[config.mk]
export PLATFORM = sky130hd
export DESIGN_NAME = mpsc_top
export DESIGN_NICKNAME = d
export VERILOG_FILES = /design/src/hw/mpsc_pkg.sv /design/src/hw/mpsc_sync_if.sv /design/src/hw/mpsc_sync.sv /design/src/hw/mpsc_top.sv
export VERILOG_INCLUDE_DIRS = /design/src /design/src/hw
export SDC_FILE = /design/constraint.sdc
export NUM_CORES = 1
export LEC_CHECK = 0
export BUFFER_PORTS_ARGS = -buffer_cell sky130_fd_sc_hd__buf_2
export CAP_MARGIN = 25
export CORE_MARGIN = 2
export CORE_UTILIZATION = 35
export CTS_BUF_LIST = sky130_fd_sc_hd__clkbuf_16
export CTS_CLUSTER_SIZE = 30
export DETAILED_ROUTE_END_ITERATION = 10
export GPL_TIMING_DRIVEN = 0
export PLACE_DENSITY_LB_ADDON = 0.3
export RECOVER_POWER = 50
export SLEW_MARGIN = 5
export SYNTH_ARGS = -nofsm -noshare
export SYNTH_HDL_FRONTEND = slang
export SYNTH_SLANG_ARGS = --single-unit
[constraint.sdc]
create_clock -name clk_i -period 5.5 [get_ports clk_i]
set_input_delay 0 -clock clk_i [delete_from_list [all_inputs] [get_ports clk_i]]
set_output_delay 0 -clock clk_i [all_outputs]
set_load 0.03 [all_outputs]
[src/hw/mpsc_cfg.svh]
// Offsets, field positions and reset values of the manual path switch register bank.
// Assumes it is included by bare name before any use of its macros.
// Functional notes
// - Negative line field bits 7:5 picks 000 open, 001 first host, 010 left audio, 011 second host.
// - Supply field bits 1:0 picks 00 open, 01 reserved, 10 to microphone, 11 to supply output.
// - Routing acts only while the manual mode enable bit of the control register at 02H is set.
// - The charger pass switch closes only while the supply input is valid.
// - Charge override bit 4 forces the active-low charger detect output low.
// - With bit 4 clear, charger detect is low for charger class accessories and high otherwise.
// - The override, microphone protection and D+ force bits act regardless of manual mode.
// - Charge override bit 3 enables microphone over-voltage protection.
// - Charge override bit 2 forces 0.6 V on the positive data line, only with a valid supply.
// - Attach field bits 4:2 needs field plus one consecutive identical ID readings to attach.
// - Field bits 3:2 sets one to four ID checks to confirm a resistor code change.
// - Field bits 1:0 gives maximum ID capacitance 500 pF, 1 nF, 1.5 nF or 2 nF.
// - The routing register resets to 00100111.
// - Attach field resets to three matches; check register resets to two checks and 1 nF.
// - The supply valid condition reads as status bit 2.
`ifndef MPSC_CFG_SVH
`define MPSC_CFG_SVH
`define MPSC_IDX_CTRL     6'h02
`define MPSC_IDX_STAT     6'h09
`define MPSC_IDX_ROUTE    6'h13
`define MPSC_IDX_CHG      6'h14
`define MPSC_IDX_ATT      6'h1b
`define MPSC_IDX_IDC      6'h1c
`define MPSC_CTRL_MAN_BIT 0
`define MPSC_STAT_VLD_BIT 2
`define MPSC_CHG_FORCE    4
`define MPSC_CHG_MICOVP   3
`define MPSC_CHG_DPFORCE  2
`define MPSC_RST_CTRL     8'h00
`define MPSC_RST_ROUTE    8'h27
`define MPSC_RST_CHG      8'h00
`define MPSC_RST_ATT      8'h08
`define MPSC_RST_IDC      8'h05
`define MPSC_MSK_CTRL     8'h01
`define MPSC_MSK_CHG      8'h1c
`define MPSC_MSK_ATT      8'h1c
`define MPSC_MSK_IDC      8'h0f
`define MPSC_RESP_OKAY    2'h0
`define MPSC_RESP_SLVERR  2'h2
`endif

[src/hw/mpsc_pkg.sv]
// Types shared by the manual path switch register bank.
// Assumes nothing of its surroundings.
package mpsc_pkg;
  typedef enum logic [6:0] {
    SEL_NONE  = 7'h01,
    SEL_CTRL  = 7'h02,
    SEL_STAT  = 7'h04,
    SEL_ROUTE = 7'h08,
    SEL_CHG   = 7'h10,
    SEL_ATT   = 7'h20,
    SEL_IDC   = 7'h40
  } mpsc_sel_t;
endpackage : mpsc_pkg

[src/hw/mpsc_sync_if.sv]
// Carrier between the pin synchroniser and the register bank.
// Assumes both ends share one clock.
`timescale 1ns/1ns
`default_nettype none
interface mpsc_sync_if;
  logic raw;
  logic clean;
  modport sync (input raw, output clean);
  modport user (output raw, input clean);
endinterface : mpsc_sync_if
`default_nettype wire

[src/hw/mpsc_sync.sv]
// Three flip-flop pin synchroniser; output moves once the last two stages agree.
// Assumes an asynchronous pin on raw and clk_i as the only clock.
`timescale 1ns/1ns
`default_nettype none
module mpsc_sync (
  // Clock and reset
  input  wire logic    clk_i,
  input  wire logic    sys_rst_i,
  // Carrier
  mpsc_sync_if.sync    sif
);
  logic s1_r;
  logic s2_r;
  logic s3_r;
  logic q_r;
  logic q_nxt;

  assign q_nxt     = (s2_r == s3_r) ? s3_r : q_r;
  assign sif.clean = q_r;

  always_ff @(posedge clk_i or posedge sys_rst_i) begin
    if (sys_rst_i) begin
      s1_r <= 1'b0;
      s2_r <= 1'b0;
      s3_r <= 1'b0;
      q_r  <= 1'b0;
    end else begin
      s1_r <= sif.raw;
      s2_r <= s1_r;
      s3_r <= s2_r;
      q_r  <= q_nxt;
    end
  end
endmodule : mpsc_sync
`default_nettype wire

[src/hw/mpsc_top.sv]
// Manual path switch register bank with an AXI4-Lite slave and routing outputs.
// Assumes detection logic on clk_i feeds ID readings and the charger class flag.
//
// The AXI4-Lite interface to the registers was chosen for this implementation.
`timescale 1ns/1ns
`include "mpsc_cfg.svh"
`default_nettype none
module mpsc_top (
  // Clock and reset
  input  wire logic        clk_i,
  input  wire logic        sys_rst_i,
  // AXI4-Lite write
  input  wire logic [7:0]  s_axi_awaddr_i,
  input  wire logic        s_axi_awvalid_i,
  output logic             s_axi_awready_o,
  input  wire logic [31:0] s_axi_wdata_i,
  input  wire logic [3:0]  s_axi_wstrb_i,
  input  wire logic        s_axi_wvalid_i,
  output logic             s_axi_wready_o,
  output logic [1:0]       s_axi_bresp_o,
  output logic             s_axi_bvalid_o,
  input  wire logic        s_axi_bready_i,
  // AXI4-Lite read
  input  wire logic [7:0]  s_axi_araddr_i,
  input  wire logic        s_axi_arvalid_i,
  output logic             s_axi_arready_o,
  output logic [31:0]      s_axi_rdata_o,
  output logic [1:0]       s_axi_rresp_o,
  output logic             s_axi_rvalid_o,
  input  wire logic        s_axi_rready_i,
  // Pin and detection inputs
  input  wire logic        supply_valid_flag_i,
  input  wire logic        charger_class_i,
  input  wire logic        id_sample_valid_i,
  input  wire logic [4:0]  id_code_i,
  input  wire logic        id_float_i,
  // Switch and analog controls, attach flag and resistor code
  output logic [2:0]       neg_sw_o,
  output logic [2:0]       pos_route_o,
  output logic             mic_sw_o,
  output logic             fet_close_o,
  output logic             charger_detect_out_n_o,
  output logic             mic_overvoltage_enable_o,
  output logic             dp_force_o,
  output logic [1:0]       max_cap_sel_o,
  output logic             attach_o,
  output logic [4:0]       res_code_o
);
  mpsc_sync_if sif ();
  logic        valid;
  assign sif.raw = supply_valid_flag_i;
  assign valid   = sif.clean;

  mpsc_sync u_sync (
    .clk_i     (clk_i),
    .sys_rst_i (sys_rst_i),
    .sif       (sif)
  );

  function automatic mpsc_pkg::mpsc_sel_t mpsc_dec(input logic [7:0] a);
    if (a[1:0] != 2'h0) begin
      return mpsc_pkg::SEL_NONE;
    end else if (a[7:2] == `MPSC_IDX_CTRL) begin
      return mpsc_pkg::SEL_CTRL;
    end else if (a[7:2] == `MPSC_IDX_STAT) begin
      return mpsc_pkg::SEL_STAT;
    end else if (a[7:2] == `MPSC_IDX_ROUTE) begin
      return mpsc_pkg::SEL_ROUTE;
    end else if (a[7:2] == `MPSC_IDX_CHG) begin
      return mpsc_pkg::SEL_CHG;
    end else if (a[7:2] == `MPSC_IDX_ATT) begin
      return mpsc_pkg::SEL_ATT;
    end else if (a[7:2] == `MPSC_IDX_IDC) begin
      return mpsc_pkg::SEL_IDC;
    end
    return mpsc_pkg::SEL_NONE;
  endfunction : mpsc_dec

  // Bus state.
  logic                awready_r;
  logic                wready_r;
  logic                bvalid_r;
  logic [1:0]          bresp_r;
  logic [7:0]          awaddr_r;
  logic [7:0]          wdata_r;
  logic                wstrb_r;
  logic                arready_r;
  logic                rvalid_r;
  logic [1:0]          rresp_r;
  logic [7:0]          rdata_r;
  // Registers.
  logic [7:0]          ctrl_r;
  logic [7:0]          route_r;
  logic [7:0]          chg_r;
  logic [7:0]          att_r;
  logic [7:0]          idc_r;
  logic [7:0]          ctrl_nxt;
  logic [7:0]          route_nxt;
  logic [7:0]          chg_nxt;
  logic [7:0]          att_nxt;
  logic [7:0]          idc_nxt;

  mpsc_pkg::mpsc_sel_t wsel;
  mpsc_pkg::mpsc_sel_t rsel;
  logic                do_wr;
  logic                wr_lo;
  logic                ar_hs;
  logic [7:0]          rd_val;
  logic [7:0]          stat_val;

  assign wsel     = mpsc_dec(awaddr_r);
  assign rsel     = mpsc_dec(s_axi_araddr_i);
  assign do_wr    = !awready_r && !wready_r && !bvalid_r;
  assign wr_lo    = do_wr && wstrb_r;
  assign ar_hs    = s_axi_arvalid_i && arready_r;
  assign stat_val = {5'h00, valid, 2'h0};

  assign ctrl_nxt  = (wr_lo && wsel == mpsc_pkg::SEL_CTRL) ? (wdata_r & `MPSC_MSK_CTRL) : ctrl_r;
  assign route_nxt = (wr_lo && wsel == mpsc_pkg::SEL_ROUTE) ? wdata_r : route_r;
  assign chg_nxt   = (wr_lo && wsel == mpsc_pkg::SEL_CHG) ? (wdata_r & `MPSC_MSK_CHG) : chg_r;
  assign att_nxt   = (wr_lo && wsel == mpsc_pkg::SEL_ATT) ? (wdata_r & `MPSC_MSK_ATT) : att_r;
  assign idc_nxt   = (wr_lo && wsel == mpsc_pkg::SEL_IDC) ? (wdata_r & `MPSC_MSK_IDC) : idc_r;

  assign rd_val = (rsel == mpsc_pkg::SEL_CTRL)  ? ctrl_r :
                  (rsel == mpsc_pkg::SEL_STAT)  ? stat_val :
                  (rsel == mpsc_pkg::SEL_ROUTE) ? route_r :
                  (rsel == mpsc_pkg::SEL_CHG)   ? chg_r :
                  (rsel == mpsc_pkg::SEL_ATT)   ? att_r :
                  (rsel == mpsc_pkg::SEL_IDC)   ? idc_r : 8'h00;

  always_ff @(posedge clk_i or posedge sys_rst_i) begin
    if (sys_rst_i) begin
      awready_r <= 1'b1;
      wready_r  <= 1'b1;
      bvalid_r  <= 1'b0;
      bresp_r   <= `MPSC_RESP_OKAY;
      awaddr_r  <= 8'h00;
      wdata_r   <= 8'h00;
      wstrb_r   <= 1'b0;
    end else begin
      if (s_axi_awvalid_i && awready_r) begin
        awready_r <= 1'b0;
        awaddr_r  <= s_axi_awaddr_i;
      end
      if (s_axi_wvalid_i && wready_r) begin
        wready_r <= 1'b0;
        wdata_r  <= s_axi_wdata_i[7:0];
        wstrb_r  <= s_axi_wstrb_i[0];
      end
      if (do_wr) begin
        bvalid_r <= 1'b1;
        bresp_r  <= (wsel == mpsc_pkg::SEL_NONE) ? `MPSC_RESP_SLVERR : `MPSC_RESP_OKAY;
      end
      if (bvalid_r && s_axi_bready_i) begin
        bvalid_r  <= 1'b0;
        awready_r <= 1'b1;
        wready_r  <= 1'b1;
      end
    end
  end

  always_ff @(posedge clk_i or posedge sys_rst_i) begin
    if (sys_rst_i) begin
      arready_r <= 1'b1;
      rvalid_r  <= 1'b0;
      rresp_r   <= `MPSC_RESP_OKAY;
      rdata_r   <= 8'h00;
    end else if (ar_hs) begin
      arready_r <= 1'b0;
      rvalid_r  <= 1'b1;
      rdata_r   <= rd_val;
      rresp_r   <= (rsel == mpsc_pkg::SEL_NONE) ? `MPSC_RESP_SLVERR : `MPSC_RESP_OKAY;
    end else if (rvalid_r && s_axi_rready_i) begin
      arready_r <= 1'b1;
      rvalid_r  <= 1'b0;
    end
  end

  always_ff @(posedge clk_i or posedge sys_rst_i) begin
    if (sys_rst_i) begin
      ctrl_r  <= `MPSC_RST_CTRL;
      route_r <= `MPSC_RST_ROUTE;
      chg_r   <= `MPSC_RST_CHG;
      att_r   <= `MPSC_RST_ATT;
      idc_r   <= `MPSC_RST_IDC;
    end else begin
      ctrl_r  <= ctrl_nxt;
      route_r <= route_nxt;
      chg_r   <= chg_nxt;
      att_r   <= att_nxt;
      idc_r   <= idc_nxt;
    end
  end

  // Routing decode, gated by manual mode; charger detect and D+ force are not gated.
  logic       man;
  logic [2:0] neg_sw_nxt;
  logic [2:0] pos_route_nxt;
  logic       mic_sw_nxt;
  logic       fet_nxt;
  logic       chg_det_n_nxt;
  logic       dp_force_nxt;

  assign man           = ctrl_r[`MPSC_CTRL_MAN_BIT];
  assign neg_sw_nxt    = !man ? 3'h0 :
                         (route_r[7:5] == 3'h1) ? 3'b001 :
                         (route_r[7:5] == 3'h2) ? 3'b010 :
                         (route_r[7:5] == 3'h3) ? 3'b100 : 3'h0;
  assign pos_route_nxt = man ? route_r[4:2] : 3'h0;
  assign mic_sw_nxt    = man && (route_r[1:0] == 2'h2);
  assign fet_nxt       = man && (route_r[1:0] == 2'h3) && valid;
  assign chg_det_n_nxt = !(chg_r[`MPSC_CHG_FORCE] || charger_class_i);
  assign dp_force_nxt  = chg_r[`MPSC_CHG_DPFORCE] && valid;

  // ID reading qualification.
  logic [4:0] last_code_r;
  logic [3:0] cnt_r;
  logic [3:0] cnt_nxt;
  logic [3:0] att_need;
  logic [3:0] chk_need;
  logic       attach_nxt;
  logic [4:0] res_code_nxt;
  logic       same;

  assign same      = (id_code_i == last_code_r);
  assign cnt_nxt   = !same ? 4'h1 : (cnt_r == 4'hf) ? cnt_r : cnt_r + 4'h1;
  assign att_need  = {1'b0, att_r[4:2]} + 4'h1;
  assign chk_need  = {2'h0, idc_r[3:2]} + 4'h1;
  assign attach_nxt = id_float_i ? 1'b0 :
                      (id_sample_valid_i && !attach_o && cnt_nxt >= att_need) ? 1'b1 : attach_o;
  assign res_code_nxt = (id_sample_valid_i && !attach_o && attach_nxt) ? id_code_i :
                        (id_sample_valid_i && attach_o && !id_float_i && id_code_i != res_code_o &&
                         cnt_nxt >= chk_need) ? id_code_i : res_code_o;

  always_ff @(posedge clk_i or posedge sys_rst_i) begin
    if (sys_rst_i) begin
      last_code_r <= 5'h00;
      cnt_r       <= 4'h0;
    end else if (id_float_i) begin
      cnt_r <= 4'h0;
    end else if (id_sample_valid_i) begin
      last_code_r <= id_code_i;
      cnt_r       <= cnt_nxt;
    end
  end

  always_ff @(posedge clk_i or posedge sys_rst_i) begin
    if (sys_rst_i) begin
      neg_sw_o                 <= 3'h0;
      pos_route_o              <= 3'h0;
      mic_sw_o                 <= 1'b0;
      fet_close_o              <= 1'b0;
      charger_detect_out_n_o   <= 1'b1;
      mic_overvoltage_enable_o <= 1'b0;
      dp_force_o               <= 1'b0;
      max_cap_sel_o            <= 2'h0;
      attach_o                 <= 1'b0;
      res_code_o               <= 5'h00;
    end else begin
      neg_sw_o                 <= neg_sw_nxt;
      pos_route_o              <= pos_route_nxt;
      mic_sw_o                 <= mic_sw_nxt;
      fet_close_o              <= fet_nxt;
      charger_detect_out_n_o   <= chg_det_n_nxt;
      mic_overvoltage_enable_o <= chg_r[`MPSC_CHG_MICOVP];
      dp_force_o               <= dp_force_nxt;
      max_cap_sel_o            <= idc_r[1:0];
      attach_o                 <= attach_nxt;
      res_code_o               <= res_code_nxt;
    end
  end

  assign s_axi_awready_o = awready_r;
  assign s_axi_wready_o  = wready_r;
  assign s_axi_bvalid_o  = bvalid_r;
  assign s_axi_bresp_o   = bresp_r;
  assign s_axi_arready_o = arready_r;
  assign s_axi_rvalid_o  = rvalid_r;
  assign s_axi_rresp_o   = rresp_r;
  assign s_axi_rdata_o   = {24'h000000, rdata_r};
endmodule : mpsc_top
`default_nettype wire

* Yosys cells after proc, flatten, opt, wreduce, memory -nomap -nowiden
Cells that the tools add are included.
Storage, ports and cells: input port bits 68, register bits after elaboration 85, word-level logic and storage cells 173
Cells by class: reductions and logical operators 40, bitwise gates (word level) 1, add/sub/neg operators 3, magnitude comparators 2, equal/unequal tests 34, muxes and demuxes 61
Operators with widths (count):
- $mux 7 | 16
- $eq 6x5->1 const B | 8
- $mux 1 | 26
- $logic_and 1x1->1 | 24
- $mux 8 | 3
- $mux 4 | 5
- $mux 5 | 4
- $reduce_bool 2->1 | 8
- $mux 3 | 5
- $eq 7x1->1 const B | 2
- $eq 7x2->1 const B | 2
- $eq 7x4->1 const B | 2
- $eq 7x5->1 const B | 2
- $eq 7x6->1 const B | 2
- $eq 7x7->1 const B | 2
- $eq 6x2->1 const B | 2
- $eq 6x4->1 const B | 2
- $eq 7x3->1 const B | 1
- $eq 3x2->1 const B | 2
- $logic_not 1->1 | 6
- $eq 5x5->1 | 1
- $ne 5x5->1 | 1
- $add 3x1->4 const B | 1
- $add 4x1->4 const B | 1
- other kinds (11) | 13

* Logic depth before layout (Yosys ltp)
word-level depth 16, depth in mapped cells 10

* Cells and area by module
From an unflattened synthesis, not the netlist that was laid out.
Second synthesis, totals: cell total of the unflattened synthesis 349, area, all modules 4047.6 um2
Modules (own cells, without submodules):
- mpsc_top | times used 1, area each 3932.5 um2, cells each 343, sequential area each 1990.7 um2
- mpsc_sync | times used 1, area each 115.1 um2, cells each 6, sequential area each 100.1 um2

* Worst setup path before layout
OpenSTA, ideal clock, no wires.
path kind register -> register, start point register cnt_r[0], end point register res_code_o[4], arrival 2.403 ns, slack 2.933 ns, period minus slack after synthesis 2.567 ns, cell stages (with the launch flop) 10, library setup time 0.164 ns, cells stage by stage dfrtp_1 ha_1 nand3_1 xnor2_1 nor3_1 ha_1 o21ai_0 a21oi_1 o311ai_0 o22ai_1
On the way: cells in the longest elaborated chain, start to end 9, elaborated cells on any way between the ends 13, classes of those cells 1 x add/sub; 2 x order compare; 1 x eq/ne; 5 x mux; 4 x reduce/logical
RTL lines:
- start: declaration | line mpsc_top.sv:217 | logic [3:0] cnt_r;
- start signal: assignment | line mpsc_top.sv:243 | cnt_r <= cnt_nxt;
- $add 4x1->4 / $eq 4x4->1 (equally long branches) | line mpsc_top.sv:226 | assign cnt_nxt = !same ? 4'h1 : (cnt_r == 4'hf) ? cnt_r : cnt_r + 4'h1;
- $mux 4 (*) (2 in a row) | line mpsc_top.sv:226
- $ge 4x4->1 | line mpsc_top.sv:230 | (id_sample_valid_i && !attach_o && cnt_nxt >= att_need) ? 1'b1 : attach_o;
- $logic_and 1x1->1 | line mpsc_top.sv:230
- $mux 1 | line mpsc_top.sv:230
- $mux 1 | line mpsc_top.sv:229 | assign attach_nxt = id_float_i ? 1'b0 :
- $logic_and 1x1->1 | line mpsc_top.sv:231 | assign res_code_nxt = (id_sample_valid_i && !attach_o && attach_nxt) ? id_code_i :
- $mux 5 / $reduce_bool 2->1 (equally long branches)
- end signal: assignment | line mpsc_top.sv:269 | res_code_o <= res_code_nxt;
- end: declaration | line mpsc_top.sv:47 | output logic [4:0] res_code_o
Mark *: on every way between the ends. The rest lies on a longest branch, timed or not. A chain may end at the register's enable or synchronous reset.

* Worst setup path after layout
start point register awaddr_r[2], end point register route_r[4]
On the way: cells in the longest elaborated chain, start to end 11, elaborated cells on any way between the ends 22, classes of those cells 7 x eq/ne; 14 x mux; 1 x reduce/logical
RTL lines:
- start: declaration | line mpsc_top.sv:84 | logic [7:0] awaddr_r;
- start signal: assignment | line mpsc_top.sv:143 | awaddr_r <= s_axi_awaddr_i;
- $eq 6x5->1 (no line)
- $mux 1 | line mpsc_top.sv:73 | end else if (a[7:2] == `MPSC_IDX_IDC) begin
- $mux 1 | line mpsc_top.sv:71 | end else if (a[7:2] == `MPSC_IDX_ATT) begin
- $mux 1 | line mpsc_top.sv:69 | end else if (a[7:2] == `MPSC_IDX_CHG) begin
- $mux 1 | line mpsc_top.sv:67 | end else if (a[7:2] == `MPSC_IDX_ROUTE) begin
- $mux 1 | line mpsc_top.sv:65 | end else if (a[7:2] == `MPSC_IDX_STAT) begin
- $mux 1 | line mpsc_top.sv:63 | end else if (a[7:2] == `MPSC_IDX_CTRL) begin
- $mux 1 | line mpsc_top.sv:61 | if (a[1:0] != 2'h0) begin
- $mux 7 (*) | line mpsc_top.sv:76 | return mpsc_pkg::SEL_NONE;
- $eq 7x4->1 (*) | line mpsc_top.sv:119 | assign route_nxt = (wr_lo && wsel == mpsc_pkg::SEL_ROUTE) ? wdata_r : route_r;
- $logic_and 1x1->1 (*) | line mpsc_top.sv:119
- end signal: assignment | line mpsc_top.sv:182 | route_r <= `MPSC_RST_ROUTE;
- end signal: assignment | line mpsc_top.sv:188 | route_r <= route_nxt;
- end: declaration | line mpsc_top.sv:93 | logic [7:0] route_r;
Marked as above.

==> run_results.csv <==
group,metric,value,unit
min_path,hold_path.class,"input port to flip-flop",
timing,relSlewSlack,41.6,%
global_routing,grt_pass1_wl,15400,um
synth,syn_area_per_cell,11.2,um2
synth,ys_seq_area_share,51.2,%
detailed_routing,viasPerCell,4.83,
critical_path,cp-end-kind,"flip-flop",
synth,synth_warnings,0,
cts,cts-resized-gates,0,
timing,finalSetupViolCount,0,
cts,clkTransAtPathRegs,70,ps
final_layout,post-route-util,47.1,%
critical_path,max_stage_delay,670,ps
cts,cts_post_setup_buffers_inserted,0,
timing,fin_crit,2790,ps
detailed_routing,totalWireLength,9080,um
timing,setup_ws,2710,ps
cts,cts-root-buf,"clkbuf_16",
power_and_ir_drop,power,1.95,mW
global_routing,grt_max_degree,67,
run_status,status,"complete, no violations",
final_layout,n_fill_cell,1084,
place,numPortBuffers,73,
critical_path,cp_slowest_cell,"nor3_2",
place,place_ws,2350,ps
die,die_x,112,um
final_layout,multi_input_area,1780,um2
synth,ys_types,59,
timing,final_max_slew_viol_count,0,
job,maxCapViolations,0,
critical_path,start_kind,"flip-flop",
place,placed_area,4750,um2
synth,synth-main-ff-cell,"dfrtp_1",
die,initial_core_util,35.8,%
global_routing,grt_pass1_vias,3177,
die,chipHeight,112,um
timing,hold_viol_final,0,
cts,htree_levels,3,
critical_path,critPathKind,"flip-flop to flip-flop",
final_layout,fin_area,5380,um2
timing,tightest_slew,871,ps
synth,synth-seq-cells,83,
detailed_routing,vias,3181,
detailed_routing,drc,0,
synth,synth_edf_count,0,
global_routing,antenna_found_initial,0,
detailed_routing,post_drt_wl_per_cell,13.8,um
place,place_congestion,0.819,
die,num_rows,39,
critical_path,cp.arrival,3000,ps
cts,clock_sinks,83,
timing,fin_setup_tns,0,ps
synth,async_flop_share,100,%
timing,finClkSkew,11.8,ps
die,die-area,12600,um2
place,placed_cells,608,
timing,fin_crit_sh,50.7,%
detailed_routing,final_antenna_net_count,0,
synth,syn-cell-area,4090,um2
critical_path,critPathRequiredTime,5720,ps
cts,cts_tree,"built",
timing,fmax,359,MHz
die,core-area,11400,um2
final_layout,antenna_cells,0,
power_and_ir_drop,leakage,2.55,nW
final_layout,layout.cells.non_filler,659,
final_layout,nets,589,
cts,insertion_delay,340,ps
critical_path,cp_cell_sequence,"buf_2 > or3b_4 > a2111oi_4 > o2111ai_2 > nor3_2 > mux2_2",
synth,netlist_instances,366,
cts,clockBufferDepth,2,
timing,fin_hold_ws,72.6,ps
final_layout,final_layout_size_suffix_gt1_share,32.6,%
cts,cts.hold.buffers_added,34,
detailed_routing,dr.pass1.iters,4,
detailed_routing,initialDrtViolationCount,170,
timing,rsz0062_at_grt,"false",
critical_path,cp_max_fo,10,
place,hpwlAfterDp,6480,um
global_routing,grt.overflow.total,0,
cts,cts_buffers,9,
die,num_io_pins,128,
final_layout,seq_area,2090,um2
power_and_ir_drop,cellPowerDensity,363,nW/um2
final_layout,syn_to_final_growth,31.6,%
power_and_ir_drop,vdd_ir_drop_max,220,uV
global_routing,grt_usage,15.2,%
## layout by cell type, fill, tap and decap left out, types with 10 or more instances in the layout
cell type | synthesis | routed
ha_1 | 10 | 10
buf_2 | 1 | 69
nor3_1 | 10 | 10
nor2_1 | 15 | 15
dfstp_2 | 11 | 10
inv_1 | 19 | 18
nand2_1 | 37 | 37
dlygate4sd3_1 | 0 | 34
clkbuf_1 | 5 | 10
conb_1 | 1 | 26
mux2_2 | 33 | 33
o21ai_0 | 17 | 17
buf_4 | 27 | 27
dfrtp_1 | 72 | 72
a21oi_1 | 11 | 11
## critical path: cells and delay by family, from the launching register on
| family | cells | cell delay (ps) |
|---|---|---|
| simple gates | 2 | 1080 |
| flops | 1 | 350 |
| compound gates | 2 | 650 |
| mux | 1 | 410 |
| buf+inv | 1 | 170 |
## cells by family (layout without fill, tap and decap cells)
group / after synthesis / in the layout / synth area share [%]
other cells: 1 / 26 / 0.0918
fa+ha+maj: 11 / 11 / 3.31
xor+xnor: 12 / 12 / 2.57
simple gates: 103 / 103 / 13.2
compound gates: 62 / 62 / 10.7
buf+inv: 53 / 178 / 7.56
mux: 41 / 41 / 11.4
flops: 83 / 83 / 51.2
## sequential cells by signal, summed over array words and instances (netlist names), 2 cells and up
signal	count
att_r	3
awaddr_r	8
chg_r	3
cnt_r	4
idc_r	4
last_code_r	5
max_cap_sel_o	2
neg_sw_o	3
pos_route_o	3
rdata_r	8
res_code_o	5
route_r	8
wdata_r	8
## cell usage after synthesis (5+ instances only)
master / count / share of area, %
dfstp_2: 11 / 7.1
and2_1: 6 / 0.92
xnor2_1: 9 / 1.9
inv_1: 19 / 1.7
ha_1: 10 / 3.1
nand3_1: 9 / 1.1
nor3_1: 10 / 1.2
mux2i_1: 5 / 1.2
a21oi_1: 11 / 1.3
dfrtp_1: 72 / 44
clkbuf_1: 5 / 0.46
nand2_1: 37 / 3.4
o21ai_0: 17 / 2.1
o22ai_1: 6 / 0.92
mux2_2: 33 / 9.1
buf_4: 27 / 5.0
nor2_1: 15 / 1.4
## cell type report
class | instances | share of cell area [%]
Sequential cell | 83 | 38.9
Tap cell | 143 | 3.33
Inverter | 19 | 1.35
Clock buffer | 9 | 4.19
Multi-Input combinational cell | 255 | 33.1
Clock inverter | 7 | 1.09
Buffer | 34 | 4.42
Timing Repair Buffer | 109 | 13.6
## final timing paths
check	from	to	slack [ps]	cells after the start
hold / removal	s_axi_araddr_i[0]	rdata_r[0]	70	4
setup / recovery	awaddr_r[2]	route_r[4]	2710	6
min in group asynchronous	sys_rst_i	last_code_r[1]	340	3
hold reg to reg	u_sync.s1_r	u_sync.s2_r	360	0
setup reg to reg	awaddr_r[2]	route_r[4]	2710	6
max in group asynchronous	sys_rst_i	att_r[3]	4370	4
## report_power, final
part / internal [mW] / switching [mW] / total [mW]
logic: 0.242 / 0.289 / 0.531
clock network: 0.314 / 0.262 / 0.576
registers: 0.738 / 0.104 / 0.842
## routing by layer
metal  global-route usage (%)  up-vias  routed length, um  share of wire [%]
met2                     26.0       88               4510                 50
li1                         -     1545                  -                  -
met4                     5.93        0                138                1.5
met3                     3.08       10                427                4.7
met5                        0        -                  0                  0
met1                     19.0     1538               4000                 44
(Power assumes the default switching activity.)
